==> src/design/pth_pkg.sv <==
package pth_pkg;

  // ==========================================
  // register map
  localparam logic [7:0] ADDR_CFG    = 8'h0b;
  localparam logic [7:0] ADDR_THS_L  = 8'h0c;
  localparam logic [7:0] ADDR_THS_H  = 8'h0d;
  localparam logic [7:0] ADDR_REF_XL = 8'h15;
  localparam logic [7:0] ADDR_REF_L  = 8'h16;
  localparam logic [7:0] ADDR_REF_H  = 8'h17;
  localparam logic [7:0] ADDR_DEF_L  = 8'h18;
  localparam logic [7:0] ADDR_DEF_H  = 8'h19;
  localparam logic [7:0] ADDR_SRC    = 8'h25;
  localparam logic [7:0] ADDR_OUT_XL = 8'h28;
  localparam logic [7:0] ADDR_OUT_L  = 8'h29;
  localparam logic [7:0] ADDR_OUT_H  = 8'h2a;

  // ==========================================
  // configuration bit positions
  localparam int BIT_AUTO_REF     = 7;
  localparam int BIT_AUTO_REF_RST = 6;
  localparam int BIT_AUTOZERO     = 5;
  localparam int BIT_AZ_RST       = 4;
  localparam int BIT_DIFF         = 3;
  localparam int BIT_LATCH        = 2;
  localparam int BIT_LOW          = 1;
  localparam int BIT_HIGH         = 0;

  // source bit positions
  localparam int SRC_HIGH   = 0;
  localparam int SRC_LOW    = 1;
  localparam int SRC_ACTIVE = 2;

  // ==========================================
  // reset values and scaling
  localparam logic [7:0]  RST_BYTE       = 8'h00;
  localparam logic [15:0] RST_REF_DEF    = 16'h0000;
  localparam int          PRESS_PER_HPA  = 4096;
  localparam int          THS_DIV        = 16;
  localparam int          THS_SCALE      = PRESS_PER_HPA / THS_DIV;

  // ==========================================
  // carriers
  typedef struct packed {
    logic       wr;
    logic       rd;
    logic [7:0] addr;
    logic [7:0] wdata;
  } reg_req_type;

  typedef struct packed {
    logic autozero;
    logic differential_compute_enable;
    logic latch_interrupt_request;
    logic low_event_enable;
    logic high_event_enable;
  } cfg_type;

endpackage : pth_pkg

==> src/design/pressure_threshold_interrupt_ref.sv <==
`timescale 1ns/1ps

module pressure_threshold_interrupt_ref (
  input  wire logic                 mclk,
  input  wire logic                 rst_b,
  input  wire pth_pkg::reg_req_type req,
  output logic [7:0]                rdata,
  input  wire logic                 sample_valid,
  input  wire logic [23:0]          sample_raw,
  output logic [23:0]               pressure_out,
  output logic                      int_req
);
  import pth_pkg::*;

  // ==========================================
  // state
  cfg_type     cfg_q,   cfg_d;
  logic [7:0]  pressure_threshold_low_byte_q, pressure_threshold_low_byte_d;
  logic [7:0]  ths_h_q, ths_h_d;
  logic [15:0] def_q,   def_d;
  logic [23:0] ref_q,   ref_d;
  logic [23:0] hid_q,   hid_d;
  logic        arp_q,   arp_d;
  logic        az_q,    az_d;
  logic [23:0] pout_q,  pout_d;
  logic [2:0]  src_q,   src_d;
  logic        int_q,   int_d;
  logic [7:0]  rd_q,    rd_d;

  logic        cfg_wr;
  logic        src_rd;
  logic [15:0] ths_full;
  logic signed [24:0] thr;
  logic signed [24:0] diff;
  logic        hi_cmp;
  logic        lo_cmp;

  function automatic logic wr_at(input reg_req_type r, input logic [7:0] a);
    wr_at = r.wr && (r.addr == a);
  endfunction : wr_at

  assign cfg_wr = wr_at(req, ADDR_CFG);
  assign src_rd = req.rd && (req.addr == ADDR_SRC);

  // ==========================================
  // configuration and reference registers
  always_comb begin
    cfg_d   = cfg_q;
    pressure_threshold_low_byte_d = pressure_threshold_low_byte_q;
    ths_h_d = ths_h_q;
    def_d   = def_q;
    ref_d   = ref_q;
    hid_d   = hid_q;
    arp_d   = arp_q;
    az_d    = az_q;
    if (cfg_wr) begin
      cfg_d.autozero                    = req.wdata[BIT_AUTOZERO];
      cfg_d.differential_compute_enable = req.wdata[BIT_DIFF];
      cfg_d.latch_interrupt_request     = req.wdata[BIT_LATCH];
      cfg_d.low_event_enable            = req.wdata[BIT_LOW];
      cfg_d.high_event_enable           = req.wdata[BIT_HIGH];
    end
    if (wr_at(req, ADDR_THS_L)) begin
      pressure_threshold_low_byte_d = req.wdata;
    end
    if (wr_at(req, ADDR_THS_H)) begin
      ths_h_d = req.wdata;
    end
    if (wr_at(req, ADDR_DEF_L)) begin
      def_d[7:0] = req.wdata;
    end
    if (wr_at(req, ADDR_DEF_H)) begin
      def_d[15:8] = req.wdata;
    end
    if (wr_at(req, ADDR_REF_XL)) begin
      ref_d[7:0] = req.wdata;
    end
    if (wr_at(req, ADDR_REF_L)) begin
      ref_d[15:8] = req.wdata;
    end
    if (wr_at(req, ADDR_REF_H)) begin
      ref_d[23:16] = req.wdata;
    end
    if (cfg_wr && req.wdata[BIT_AUTO_REF]) begin
      hid_d = pout_q;
      arp_d = 1'b1;
    end
    if (cfg_wr && req.wdata[BIT_AUTO_REF_RST]) begin
      arp_d = 1'b0;
    end
    if (cfg_wr && req.wdata[BIT_AUTOZERO]) begin
      ref_d = pout_q;
      az_d  = 1'b1;
    end
    if (cfg_wr && req.wdata[BIT_AZ_RST]) begin
      ref_d = {def_q, 8'h00};
      az_d  = 1'b0;
      cfg_d.autozero = 1'b0;
    end
  end

  always_ff @(posedge mclk or negedge rst_b) begin
    if (!rst_b) begin
      cfg_q   <= '0;
      pressure_threshold_low_byte_q <= RST_BYTE;
      ths_h_q <= RST_BYTE;
      def_q   <= RST_REF_DEF;
      ref_q   <= '0;
      hid_q   <= '0;
      arp_q   <= 1'b0;
      az_q    <= 1'b0;
    end else begin
      cfg_q   <= cfg_d;
      pressure_threshold_low_byte_q <= pressure_threshold_low_byte_d;
      ths_h_q <= ths_h_d;
      def_q   <= def_d;
      ref_q   <= ref_d;
      hid_q   <= hid_d;
      arp_q   <= arp_d;
      az_q    <= az_d;
    end
  end

  // ==========================================
  // pressure output path
  always_comb begin
    pout_d = pout_q;
    if (sample_valid) begin
      if (az_q) begin
        pout_d = sample_raw - ref_q;
      end else begin
        pout_d = sample_raw;
      end
    end
  end

  always_ff @(posedge mclk or negedge rst_b) begin
    if (!rst_b) begin
      pout_q <= '0;
    end else begin
      pout_q <= pout_d;
    end
  end

  // ==========================================
  // threshold compare
  // threshold concatenation
  assign ths_full = {ths_h_q, pressure_threshold_low_byte_q};
  assign thr = 25'(ths_full) * 25'(THS_SCALE);
  // hidden reference used for compare only
  assign diff = arp_q ? $signed({1'b0, pout_q}) - $signed({1'b0, hid_q})
                      : $signed({1'b0, pout_q});
  assign hi_cmp = cfg_q.differential_compute_enable && cfg_q.high_event_enable && (diff > thr);
  assign lo_cmp = cfg_q.differential_compute_enable && cfg_q.low_event_enable && (diff < -thr);

  // ==========================================
  // interrupt source
  always_comb begin
    src_d = src_q;
    if (cfg_q.latch_interrupt_request) begin
      if (src_rd) begin
        src_d = '0;
      end
      src_d[SRC_HIGH] = src_d[SRC_HIGH] | hi_cmp;
      src_d[SRC_LOW]  = src_d[SRC_LOW] | lo_cmp;
    end else begin
      src_d[SRC_HIGH] = hi_cmp;
      src_d[SRC_LOW]  = lo_cmp;
    end
    src_d[SRC_ACTIVE] = src_d[SRC_HIGH] | src_d[SRC_LOW];
    int_d = src_d[SRC_ACTIVE];
  end

  always_ff @(posedge mclk or negedge rst_b) begin
    if (!rst_b) begin
      src_q <= '0;
      int_q <= 1'b0;
    end else begin
      src_q <= src_d;
      int_q <= int_d;
    end
  end

  // ==========================================
  // read data
  always_comb begin
    rd_d = rd_q;
    if (req.rd) begin
      case (req.addr)
        ADDR_CFG: begin
          rd_d = 8'h00;
          rd_d[BIT_AUTOZERO] = cfg_q.autozero;
          rd_d[BIT_DIFF]     = cfg_q.differential_compute_enable;
          rd_d[BIT_LATCH]    = cfg_q.latch_interrupt_request;
          rd_d[BIT_LOW]      = cfg_q.low_event_enable;
          rd_d[BIT_HIGH]     = cfg_q.high_event_enable;
        end
        ADDR_THS_L:  rd_d = pressure_threshold_low_byte_q;
        ADDR_THS_H:  rd_d = ths_h_q;
        ADDR_REF_XL: rd_d = ref_q[7:0];
        ADDR_REF_L:  rd_d = ref_q[15:8];
        ADDR_REF_H:  rd_d = ref_q[23:16];
        ADDR_DEF_L:  rd_d = def_q[7:0];
        ADDR_DEF_H:  rd_d = def_q[15:8];
        ADDR_SRC:    rd_d = {5'h00, src_q};
        ADDR_OUT_XL: rd_d = pout_q[7:0];
        ADDR_OUT_L:  rd_d = pout_q[15:8];
        ADDR_OUT_H:  rd_d = pout_q[23:16];
        default:     rd_d = 8'h00;
      endcase
    end
  end

  always_ff @(posedge mclk or negedge rst_b) begin
    if (!rst_b) begin
      rd_q <= 8'h00;
    end else begin
      rd_q <= rd_d;
    end
  end

  assign rdata        = rd_q;
  assign pressure_out = pout_q;
  assign int_req      = int_q;
endmodule : pressure_threshold_interrupt_ref

==> config.mk <==
export PLATFORM = sky130hd
export DESIGN_NAME = pressure_threshold_interrupt_ref
export DESIGN_NICKNAME = d
export VERILOG_FILES = /design/src/design/pth_pkg.sv /design/src/design/pressure_threshold_interrupt_ref.sv
export SDC_FILE = /design/constraint.sdc
export NUM_CORES = 1
export LEC_CHECK = 0
export BUFFER_PORTS_ARGS = -buffer_cell sky130_fd_sc_hd__buf_4
export CAP_MARGIN = 40
export CORE_AREA = 2 2 127 221
export DETAILED_ROUTE_END_ITERATION = 6
export DIE_AREA = 0 0 129 223
export GPL_ROUTABILITY_DRIVEN = 0
export SYNTH_ARGS = -nofsm -noshare
export SYNTH_HDL_FRONTEND = slang
export SYNTH_SLANG_ARGS = --single-unit
==> constraint.sdc <==
create_clock -name mclk -period 5.5 [get_ports mclk]
set_input_delay 0.825 -clock mclk [delete_from_list [all_inputs] [get_ports mclk]]
set_output_delay 0.825 -clock mclk [all_outputs]
set_load 0.02 [all_outputs]
Word-level counts from Yosys, hierarchy flattened
Index checks and enable logic that the tools add are counted.
Storage, ports and cells
  output and inout bits: 33
  input bits: 45
  logic and storage cells: 79
  register bits after elaboration: 123
Cells by class
  add/subtract/negate cells: 3
  eq/ne operators: 12
  reduce and logical (&&, ||, !) cells: 23
  bitwise logic cells: 3
  order comparisons: 2
  multiplexer cells: 17
Operator list (number)
  8-bit one-hot mux with 12 select lines: 1
  24-bit 2-to-1 mux: 3
  8-bit by 5-bit == test with 1-bit output, second input constant: 5
  8-bit by 6-bit == test with 1-bit output, second input constant: 4
  25-bit greater-than comparator: 1
  25-bit < comparator: 1
  25-bit 2-to-1 mux: 1
  24-bit negation with 25-bit output: 1
  24-bit by 24-bit subtractor with 25-bit output: 1
  8-bit by 4-bit == test with 1-bit output, second input constant: 3
  8-bit 2-to-1 mux: 3
  24-bit subtractor: 1
  1-bit logical AND: 17
  3-bit nonzero test: 3
  2-bit 2-to-1 mux: 3
  2-bit nonzero test: 3
  1-bit 2-to-1 mux: 5
  5-bit 2-to-1 mux: 1
  1-bit OR: 3

Logic depth before layout (Yosys ltp)
Gate-level depths: netlist (run 1).
  depth after elaboration: 7
  gate-level depth with buffers: 21
  mapped depth without buffers: 21

Worst setup path before layout (run 1)
No wires, ideal clock.
  path type: reg2reg
  start point: register pout_q[0], in the netlist pressure_out[0]
  end point: register int_q, in the netlist int_req
  path buffers: 0
  setup slack: 1.400 ns
  setup time: 0.127 ns
  required time: 5.373 ns
  cell stages (with the launch flop): 21
  period minus slack after synthesis: 4.100 ns
  arrival time: 3.974 ns
  cells stage by stage: dfrtp_1 -> inv_1 -> ha_1 -> fa_1 -> nand2b_1 -> a21o_1 -> a31oi_1 -> a21oi_1 -> o21ai_0 -> a21oi_1 -> xnor2_1 -> mux2_2 -> ha_1 -> o2111ai_1 -> a21oi_1 -> a2111oi_0 -> nor2_1 -> o2bb2ai_1 -> o221a_1 -> o31a_2 -> nand3b_1
Between the ends
  longest elaborated chain between the ends: 7
  elaborated cells on any way between the ends: 10
  classes of those cells: 1 x add/sub; 2 x order compare; 2 x mux; 3 x bitwise; 2 x reduce/logical
Ends and longest elaborated chain
  start, declared: RTL line pressure_threshold_interrupt_ref.sv:25  | logic [23:0] pout_q, pout_d;
  start signal, assigned: RTL line pressure_threshold_interrupt_ref.sv:141  | pout_q <= pout_d;
  24-bit by 24-bit subtractor with 25-bit output: RTL line pressure_threshold_interrupt_ref.sv:151  | assign diff = arp_q ? $signed({1'b0, pout_q}) - $signed({1'b0, hid_q})
  25-bit 2-to-1 mux (*): RTL line pressure_threshold_interrupt_ref.sv:151
  25-bit < comparator (*): RTL line pressure_threshold_interrupt_ref.sv:154  | assign lo_cmp = cfg_q.differential_compute_enable && cfg_q.low_event_enable && (diff < -thr);
  1-bit logical AND (*): RTL line pressure_threshold_interrupt_ref.sv:154
  1-bit OR: RTL line pressure_threshold_interrupt_ref.sv:165  | src_d[SRC_LOW] = src_d[SRC_LOW] | lo_cmp;
  2-bit 2-to-1 mux (*): RTL line pressure_threshold_interrupt_ref.sv:160  | if (cfg_q.latch_interrupt_request) begin
  via src_d[1]: RTL line pressure_threshold_interrupt_ref.sv:26  | logic [2:0] src_q, src_d;
  1-bit OR (*): RTL line pressure_threshold_interrupt_ref.sv:170  | src_d[SRC_ACTIVE] = src_d[SRC_HIGH] | src_d[SRC_LOW];
  via int_d: RTL line pressure_threshold_interrupt_ref.sv:27  | logic int_q, int_d;
  end signal, assigned: RTL line pressure_threshold_interrupt_ref.sv:180  | int_q <= int_d;
  end, declared: RTL line pressure_threshold_interrupt_ref.sv:27
Mark *: on every way through the listed nets, which the timed path passes. The rest lies on a longest branch.
A chain may end at the register's enable or synchronous reset.

Worst setup path after layout (run 1)
  start point: register pout_q[0], in the netlist pressure_out[0]
  end point: register int_q, in the netlist int_req
Between the ends
  longest elaborated chain between the ends: 7
  elaborated cells on any way between the ends: 10
  classes of those cells: 1 x add/sub; 2 x order compare; 2 x mux; 3 x bitwise; 2 x reduce/logical
Ends and longest elaborated chain (RTL line)
  24-bit by 24-bit subtractor with 25-bit output: pressure_threshold_interrupt_ref.sv:151
  25-bit 2-to-1 mux (*): pressure_threshold_interrupt_ref.sv:151
  25-bit greater-than comparator or 25-bit < comparator (tied branches): pressure_threshold_interrupt_ref.sv:153, pressure_threshold_interrupt_ref.sv:154
  1-bit logical AND, on equally long branches: pressure_threshold_interrupt_ref.sv:153, pressure_threshold_interrupt_ref.sv:154
  1-bit OR, on equally long branches: pressure_threshold_interrupt_ref.sv:164, pressure_threshold_interrupt_ref.sv:165
  2-bit 2-to-1 mux (*): pressure_threshold_interrupt_ref.sv:160
  1-bit OR (*): pressure_threshold_interrupt_ref.sv:170
  via int_d: pressure_threshold_interrupt_ref.sv:27
Marked as above.

==> out/metrics.cfg, run 1 <==
[worst_setup_path]
slowest_stage = o311ai_0
crit_path_end_kind = flop
worstPathCellList = inv_1 > ha_1 > fa_1 > nand2b_1 > a21o_1 > a31oi_1 > nor3_1 > nor3_1 > o21a_1 > o21ai_0 > o311ai_0 > ha_1 > a21o_1 > a21o_1 > a21oi_1 > o21ai_0 > nor2_1 > a211oi_1 > o211ai_2 > nand3b_1
start_kind = flop
cpPeakStageDelay_ns = 0.63
worstSetupPathType = reg -> reg
cp_common_cell = a21o_1
required_ns = 5.87
crit_fanout = 4
arrival_ns = 4.84

[job]
drv_cap = 0

[sta]
setup_viol = 0
slew-limit-headroom = 0.313
fin_skew_ns = 0.00682
fin_crit_sh = 0.812
fmax_ghz = 0.224
finalCriticalPeriod_ns = 4.47
worst_pin_slew_ns = 1.02
rsz0062_at_grt = no
tns_ns = 0
final_max_slew_viol_count = 0
final-hold-violation-count = 0

[logic_synthesis]
synth_area_leaders = dfrtp_1, ha_1, mux2_2
synthCells = 1097
synth-simple-area-share = 0.150
yosys.area.top_type_share = 0.319
synthArstFlopShare = 1.00
synth_seq_area_share = 0.319
synth-edff-count = 0
synth_mux_area_frac = 0.111
synth_area_per_cell_um2 = 8.71
synth_compound_area_frac = 0.214
synth_nets = 1223
synth_adder_area_share = 0.108
netlist-cell-type-count = 75
syn_area_um2 = 9560
synth_top_family_by_area = compound AO/OA/AOI/OAI gates
synth_top_cell_by_area = dfrtp_1
synthXorXnorAreaFrac = 0.0394
synth_seq_cells = 122
synth_ff_type = dfrtp_1
ys_warn_count = 0

[pwr]
vdd_drop_max_v = 0.000260
powerDensity_nw_per_um2 = 371
clkPwrFrac = 0.302
switching_power_w = 0.00162
total_power_w = 0.00414
p_sw_frac = 0.390
p_int_w = 0.00253
pwr-share-seq = 0.272
pwr-share-comb = 0.425
leakage_nw = 5.07

[min_path]
hold_path.class = in -> async

[floorplan]
die_h_um = 223
num_rows = 80
core_area_um2 = 27100
die-area_um2 = 28800
die_width_um = 129
ios = 78
initial_utilization = 0.352

[drt]
vias = 8850
firstDrtPassIters = 7
wl_per_cell_um = 21.3
viasPerCell = 5.72
ant_nets = 0
drt_iter0_drc = 874
routed_wl_um = 33000
drc = 2

[run_status]
outcome = complete, but fails checks
violations = DRC

[placement]
hpwlAfterDp_um = 25300
portBuffers = 77

[final_layout]
drive_above_1_share = 0.178
final_cell_mix = dfrtp_1, a21oi_1, buf_4, inv_1, nand2_1
layout.nets = 1291
n_antenna_cell = 0
mostFrequentLayoutCell = dfrtp_1
fillers = 2718
area_delta_synth_final_pct = 16.9

[global_routing]
grt.overflow.total = 0
grt_pass1_wl_um = 50000
antenna_found_initial = 0
first_global_vias = 8845
grt_max_degree = 51
grtUsageTotal = 0.233

[clock_tree]
clkSinkCount = 122
postCtsHoldBufs = 0
post-cts-setup-buffers = 0
clock_latency_ns = 0.44
cts_tree = yes
cts.path.max_buffers = 2
root_buffer = clkbuf_16
htreeDepth = 4
clkSlewWorstSetupHoldPaths_ns = 0.06
cts-resized-gates = 0
numCtsBuffers = 17

## logic make-up (layout without fill, tap and decap cells)
logic type | Yosys count | after routing
multiplexers | 98 | 98
adder cells (fa/ha/maj) | 81 | 81
AND/OR/NAND/NOR | 292 | 292
buffers and inverters | 140 | 221
XOR/XNOR | 43 | 43
flip-flops | 122 | 122
AO/OA/AOI/OAI | 321 | 321
## registers in the layout (all words and copies together), names as in the netlist
name / flops
ths_h_q: 8
pressure_out: 24
cfg_q: 5
az_q: 1
int_req: 1
src_q: 2
rdata: 8
pressure_threshold_low_byte_q: 8
def_q: 16
arp_q: 1
ref_q: 24
hid_q: 24
## metrics by stage
step           hold WS (ns)  instance area (µm²)  instances  setup slack [ns]  utilization
4_1_cts               0.445                11200       1547              1.04        0.412
3_5_place_dp          0.471                10500       1515              1.06        0.388
6_report              0.417                11200       1547              1.03        0.412
5_1_grt               0.464                11200       1547             0.681        0.412
2_1_floorplan         0.445                 9560       1097              1.40            -
3_3_place_gp          0.463                10500       1514              1.16        0.388
## synthesized netlist by cell type, drive strengths merged (8+ instances only)
library cell	count
buf	13
ha	79
a211oi	11
a21o	21
nand2	85
a22oi	20
a31oi	10
o21a	11
nor2	81
inv	93
dfrtp	122
clkbuf	33
xnor2	33
xor2	10
nor3	19
o22ai	13
nor2b	18
nand4	11
nand3	20
o31ai	10
o21ai	71
and3	9
mux2i	33
a221oi	8
o211ai	9
mux2	65
a21oi	99
## routing by layer
layer	vias up	part of all wire	GRT usage
met3	121	0.043	0.0317
met4	0	0.080	0.169
met2	331	0.51	0.411
li1	4108	-	-
met1	4290	0.37	0.250
met5	-	0	0
## worst max-delay path, delay by kind of cell, from the launching register on
kind	cells	cell delay, ns
buffers and inverters	1	0.09
AOI/OAI and AO/OA	11	2.24
adders and majority gates	3	0.95
and+or+nand+nor	5	0.75
DFF	1	0.38
## power groups by stage
stage               sequential [W]  clock (W)  combinational [W]
floorplan                  0.00113          0            0.00114
global placement           0.00114          0            0.00171
detailed placement         0.00114          0            0.00174
CTS                        0.00112    0.00127            0.00175
global route               0.00114    0.00130            0.00195
finish                     0.00113    0.00125            0.00176
## final timing paths
kind | from | end | slack, ns | cells past startpoint
worst max register to register | pressure_out[0] | int_req | 1.03 | 20
max in group asynchronous | rst_b | ths_h_q[2] | 3.97 | 2
min in group mclk | hid_q[21] | hid_q[21] | 0.49 | 2
worst min-delay path | rst_b | pressure_out[13] | 0.42 | 1
worst min register to register | hid_q[21] | hid_q[21] | 0.49 | 2
worst max-delay path | pressure_out[0] | int_req | 1.03 | 20
## final cells by class
| cell class | count | area [µm²] | share of cell area |
|---|---|---|---|
| Multi-Input combinational cell | 835 | 5940 | 0.532 |
| Sequential cell | 122 | 3050 | 0.273 |
| Timing Repair Buffer | 95 | 713 | 0.0638 |
| Tap cell | 369 | 462 | 0.0413 |
| Clock buffer | 17 | 425 | 0.0381 |
| Inverter | 94 | 353 | 0.0316 |
| Clock inverter | 15 | 224 | 0.0200 |
Power figures use the tool's default switching activity.
==> run 2, diff against run 1 <==
--- a/config.mk
+++ b/config.mk
@@ -5,11 +5,12 @@
 export SDC_FILE = /design/constraint.sdc
 export NUM_CORES = 1
 export LEC_CHECK = 0
+export ABC_AREA = 1
 export BUFFER_PORTS_ARGS = -buffer_cell sky130_fd_sc_hd__buf_4
 export CAP_MARGIN = 40
-export CORE_AREA = 2 2 127 221
+export CORE_AREA = 2 2 125 218
 export DETAILED_ROUTE_END_ITERATION = 6
-export DIE_AREA = 0 0 129 223
+export DIE_AREA = 0 0 127 220
 export GPL_ROUTABILITY_DRIVEN = 0
 export SYNTH_ARGS = -nofsm -noshare
 export SYNTH_HDL_FRONTEND = slang
==> constraint.sdc (replaced) <==
create_clock -name mclk -period 4.34 [get_ports mclk]
set_input_delay 0.651 -clock mclk [delete_from_list [all_inputs] [get_ports mclk]]
set_output_delay 0.651 -clock mclk [all_outputs]
set_load 0.02 [all_outputs]
==> out/metrics.cfg, run 2 <==
[run_status]
outcome = complete, no violations

[clock_tree]
root_buffer = clkbuf_16
htreeDepth = 4
clkSinkCount = 122
clkSlewWorstSetupHoldPaths_ns = 0.06
cts.path.max_buffers = 2
clock_latency_ns = 0.44
postCtsHoldBufs = 0
numCtsBuffers = 17
cts_tree = yes

[placement]
portBuffers = 77
hpwlAfterDp_um = 27400
dpl_cell_area_um2 = 10300

[drt]
routed_wl_um = 34200
drc = 0
ant_nets = 0
firstDrtPassIters = 5
wl_per_cell_um = 20.3
vias = 9361
drt_iter0_drc = 638
viasPerCell = 5.56

[worst_setup_path]
crit_fanout = 5
cpPeakStageDelay_ns = 0.49
worstPathCellList = ha_1 > a21oi_1 > nor2_1 > nor3_2 > nand2_1 > nand3_1 > nand2_1 > a211oi_1 > xor2_1 > o21ai_0 > ha_1 > inv_1 > nor3_1 > a211oi_1 > nand3_1 > nand3_1 > nand2_2 > inv_1 > nand2_1
arrival_ns = 4.21
required_ns = 4.66
crit_path_end_kind = flop
start_kind = flop
slowest_stage = dfrtp_1
worstSetupPathType = reg -> reg

[logic_synthesis]
synth_most_common_cell = nand2_1
synth_nets = 1387
synth_ff_type = dfrtp_1
synthArstFlopShare = 1.00
synth_top_cell_by_area = dfrtp_1
synthCells = 1261
yosys.area.top_type_share = 0.330
synth_seq_cells = 122
synth-edff-count = 0
synth_seq_area_share = 0.330
synth_common_cells = nand2_1, inv_1, o21ai_0
netlist-cell-type-count = 47
synth_area_per_cell_um2 = 7.34
ys_warn_count = 0
synth_area_leaders = dfrtp_1, ha_1, nand2_1
syn_area_um2 = 9260

[final_layout]
layout.nets = 1473
mostFrequentLayoutCell = nand2_1
n_antenna_cell = 0
drive_above_1_share = 0.127
final_area_um2 = 10900
area_delta_synth_final_pct = 18.2
final_cell_mix = nand2_1, inv_1, o21ai_0, dfrtp_1, a21oi_1

[floorplan]
die-area_um2 = 27900
ios = 78
initial_utilization = 0.352
die_h_um = 220
core_area_um2 = 26300
die_width_um = 127
num_rows = 79

[sta]
tns_ns = 0
rsz0062_at_grt = no
final-hold-violation-count = 0
fin_skew_ns = 0.00877
fin_crit_sh = 0.897
setup_viol = 0
slew-limit-headroom = 0.391
finalCriticalPeriod_ns = 3.89
fmax_ghz = 0.257
final_max_slew_viol_count = 0
worst_pin_slew_ns = 0.905

[job]
drv_cap = 0

[global_routing]
grt_pass1_wl_um = 51900
grt.overflow.total = 0
grt_max_degree = 63
first_global_vias = 9177
antenna_found_initial = 0
grtUsageTotal = 0.248

[pwr]
powerDensity_nw_per_um2 = 508
vdd_drop_max_v = 0.000275
leakage_nw = 5.38
total_power_w = 0.00555

[min_path]
hold_path.class = in -> async

run 2: changes by cell type after synthesis, moves of 16 or more:
cell      delta
a21o_1      -17
a221oi_1    +16
a22oi_1     -19
inv_1      +112
mux2_2      -57
mux2i_1     -33
nand2_1    +156
nand3_1     +21
nor2b_1     -18
o21ai_0     +61
o22ai_1     +38
xnor2_1     -24
xor2_1      +23
run 2: logic make-up (layout without fill, tap and decap cells):
group | Yosys count | after routing | synth area share
xor gates and xnor gates | 42 | 42 | 0.0397
adders and majority gates | 81 | 81 | 0.111
and+or+nand+nor | 424 | 424 | 0.199
muxes | 8 | 8 | 0.00973
AOI/OAI and AO/OA | 346 | 346 | 0.213
buffers and inverters | 238 | 337 | 0.0975
DFF | 122 | 122 | 0.330
run 2: where the power goes:
| group | total, W | switching, W | internal [W] |
|---|---|---|---|
| logic | 0.00263 | 0.00165 | 0.000984 |
| clock network | 0.00149 | 0.000552 | 0.000938 |
| registers | 0.00143 | 0.000164 | 0.00127 |
| total | 0.00555 | 0.00236 | 0.00319 |
run 2: critical path: cells and delay by family, from the launching register on:
| family | cells | cell delay (ns) |
|---|---|---|
| fa+ha+maj | 2 | 0.75 |
| flops | 1 | 0.49 |
| simple gates | 10 | 1.07 |
| buf+inv | 2 | 0.15 |
| xor+xnor | 1 | 0.10 |
| compound gates | 4 | 1.24 |
run 2: final cells by class:
cell class / count / area (µm²)
tap: 324 / 405
inverter: 210 / 788
timing repair buffer: 95 / 729
multi-input combinational: 901 / 5350
sequential: 122 / 3050
fill: 2764 / 15400
clock buffer: 20 / 457
clock inverter: 12 / 160
run 2: final timing paths:
| kind | startpoint | endpoint | cells after the start | slack, ns |
|---|---|---|---|---|
| hold reg to reg | hid_q[8] | hid_q[8] | 2 | 0.48 |
| min in group mclk | req[1] | def_q[1] | 3 | 0.45 |
| hold / removal | rst_b | pressure_out[8] | 1 | 0.29 |
| setup / recovery | pressure_out[10] | int_req | 19 | 0.45 |
| max in group asynchronous | rst_b | def_q[12] | 2 | 3.17 |
| setup reg to reg | pressure_out[10] | int_req | 19 | 0.45 |
run 2: metal layers:
metal	global-route usage	part of all wire	vias to the layer above
met5	0	0	-
met1	0.253	0.35	4403
met3	0.0318	0.048	149
li1	-	-	4437
met2	0.446	0.51	372
met4	0.207	0.093	0
run 2: what timing repair did:
action	in CTS	in global routing
setup buffers	0	0
resized for setup	0	17
endpoints found under the setup margin	0	3
run 2: metrics by stage:
step | cells | utilization | worst slack (ns) | hold slack, ns
floorplan | 1261 | - | 0.517 | 0.355
detailed placement | 1652 | 0.391 | 0.207 | 0.473
global route | 1684 | 0.416 | 0.0141 | 0.370
CTS | 1684 | 0.414 | 0.206 | 0.336
global placement | 1652 | 0.391 | 0.303 | 0.467
finish | 1684 | 0.416 | 0.447 | 0.291
==> run 3, diff against run 2 <==
--- a/config.mk
+++ b/config.mk
@@ -8,10 +8,14 @@
 export ABC_AREA = 1
 export BUFFER_PORTS_ARGS = -buffer_cell sky130_fd_sc_hd__buf_4
 export CAP_MARGIN = 40
+export CELL_PAD_IN_SITES_DETAIL_PLACEMENT = 1
+export CELL_PAD_IN_SITES_GLOBAL_PLACEMENT = 1
 export CORE_AREA = 2 2 125 218
+export CTS_CLUSTER_DIAMETER = 50
 export DETAILED_ROUTE_END_ITERATION = 6
 export DIE_AREA = 0 0 127 220
 export GPL_ROUTABILITY_DRIVEN = 0
+export PLACE_DENSITY_LB_ADDON = 0.1
 export SYNTH_ARGS = -nofsm -noshare
 export SYNTH_HDL_FRONTEND = slang
 export SYNTH_SLANG_ARGS = --single-unit
==> out/metrics.cfg, run 3 (same netlist as run 2, synthesis figures left out) <==
[clock_tree]
root_buffer = clkbuf_16
clkSlewWorstSetupHoldPaths_ns = 0.06
cts_tree = yes
cts.path.max_buffers = 2
post-cts-setup-buffers = 0
htreeDepth = 4
clkSinkCount = 122
clock_latency_ns = 0.44
numCtsBuffers = 17
cts-resized-gates = 0
postCtsHoldBufs = 0

[placement]
hpwlAfterDp_um = 31500
dp.cells = 1661
dpl_cell_area_um2 = 10400
portBuffers = 77

[pwr]
pwr-share-comb = 0.480
p_sw_frac = 0.429
switching_power_w = 0.00250
pwr-share-seq = 0.247
clkPwrFrac = 0.273
p_int_w = 0.00332
vdd_drop_max_v = 0.000231
powerDensity_nw_per_um2 = 526
leakage_nw = 5.44

[worst_setup_path]
crit_fanout = 4
rr_worst_depth = 27
worstSetupPathType = reg -> reg
start_kind = flop
rr_startpoint = pressure_out[0]
required_ns = 4.66
r2r_end = src_q[0]
regToRegSetupSlack_ns = 0.40
arrival_ns = 4.26
crit_path_end_kind = flop

[drt]
drt_iter0_drc = 394
firstDrtPassIters = 4
viasPerCell = 5.56
routed_wl_um = 38500
ant_nets = 0
wl_per_cell_um = 22.7
vias = 9411
drc = 0

[floorplan]
die_width_um = 127
core_area_um2 = 26300
ios = 78
die-area_um2 = 27900
die_h_um = 220
num_rows = 79
initial_utilization = 0.352

[final_layout]
area_delta_synth_final_pct = 19.5
fillers = 3300
final_cell_mix = nand2_1, inv_1, o21ai_0, dfrtp_1, buf_4
mostFrequentLayoutCell = nand2_1
n_antenna_cell = 0
stdcell_count = 1693
layout.nets = 1482
final_area_um2 = 11100
drive_above_1_share = 0.136

[sta]
final-hold-violation-count = 0
tns_ns = 0
finalCriticalPeriod_ns = 3.94
setup_viol = 0
fmax_ghz = 0.254
whs_ns = 0.108
fin_crit_sh = 0.908
final_max_slew_viol_count = 0
rsz0062_at_grt = no
worst_pin_slew_ns = 0.901
fin_skew_ns = 0.00979
slew-limit-headroom = 0.393

[global_routing]
grt_max_degree = 52
grt_pass1_wl_um = 57800
grtUsageTotal = 0.281
grt.overflow.total = 0
first_global_vias = 9839
antenna_found_initial = 0

[min_path]
hold_path.class = in -> async

[run_status]
outcome = complete, no violations

[job]
drv_cap = 0

[run 3: area by class of cell]
class / count / area, µm² / share of cell area
clock buffer: 17 / 425 / 0.0384
clock inverter: 15 / 225 / 0.0204
inverter: 210 / 788 / 0.0712
multi-input combinational: 901 / 5350 / 0.484
sequential: 122 / 3050 / 0.276
tap: 324 / 405 / 0.0366
timing repair buffer: 104 / 817 / 0.0738
[run 3: critical path: stages (launching register included)]
cell and delay [ns]:
dfrtp_1 0.36, inv_2 0.06, ha_2 0.19, fa_2 0.35, nand3b_1 0.16, nand2_1 0.07, inv_1 0.06, nor2_2 0.09
nor2_2 0.06, o21ai_2 0.24, buf_6 0.15, a21oi_1 0.08, inv_1 0.09, a31oi_1 0.08, inv_1 0.10, nand3_1 0.09
nand2_1 0.07, nand2_1 0.05, nand3_1 0.06, o21ai_1 0.10, ha_1 0.32, nand2_1 0.08, nor4_2 0.26, nand4_1 0.13
nor3_2 0.21, nor3_1 0.07, a21oi_2 0.16, inv_1 0.07
[run 3: how the worst max path moves through the flow]
stage                          startpoint        to  cells past startpoint
final                     pressure_out[0]  src_q[0]                     27
after global routing      pressure_out[0]   int_req                     30
after CTS                 pressure_out[0]  src_q[0]                     27
after detailed placement  pressure_out[0]   int_req                     27
after global placement    pressure_out[0]   int_req                     27
after floorplan           pressure_out[0]   int_req                     29
[run 3: through the flow]
step	power (W)	util	worst slack, ns
2_1_floorplan	0.00310	-	0.517
3_3_place_gp	0.00413	0.393	0.341
3_5_place_dp	0.00421	0.394	0.192
4_1_cts	0.00581	0.419	0.183
5_1_grt	0.00624	0.421	0.0111
6_report	0.00582	0.421	0.399
[run 3: power by group through the flow]
stage               Combinational (W)  Sequential (W)  Clock (W)
floorplan                     0.00164         0.00146          0
global placement              0.00269         0.00144          0
detailed placement            0.00277         0.00145          0
CTS                           0.00278         0.00143    0.00160
global route                  0.00316         0.00144    0.00164
finish                        0.00279         0.00143    0.00159
[run 3: per-layer routing]
layer  GRT usage  share of wire  vias to the layer above
met5           0              0                        -
met4       0.154          0.058                        0
met3      0.0255          0.026                      104
met2       0.534           0.54                      240
met1       0.302           0.38                     4617
li1            -              -                     4450
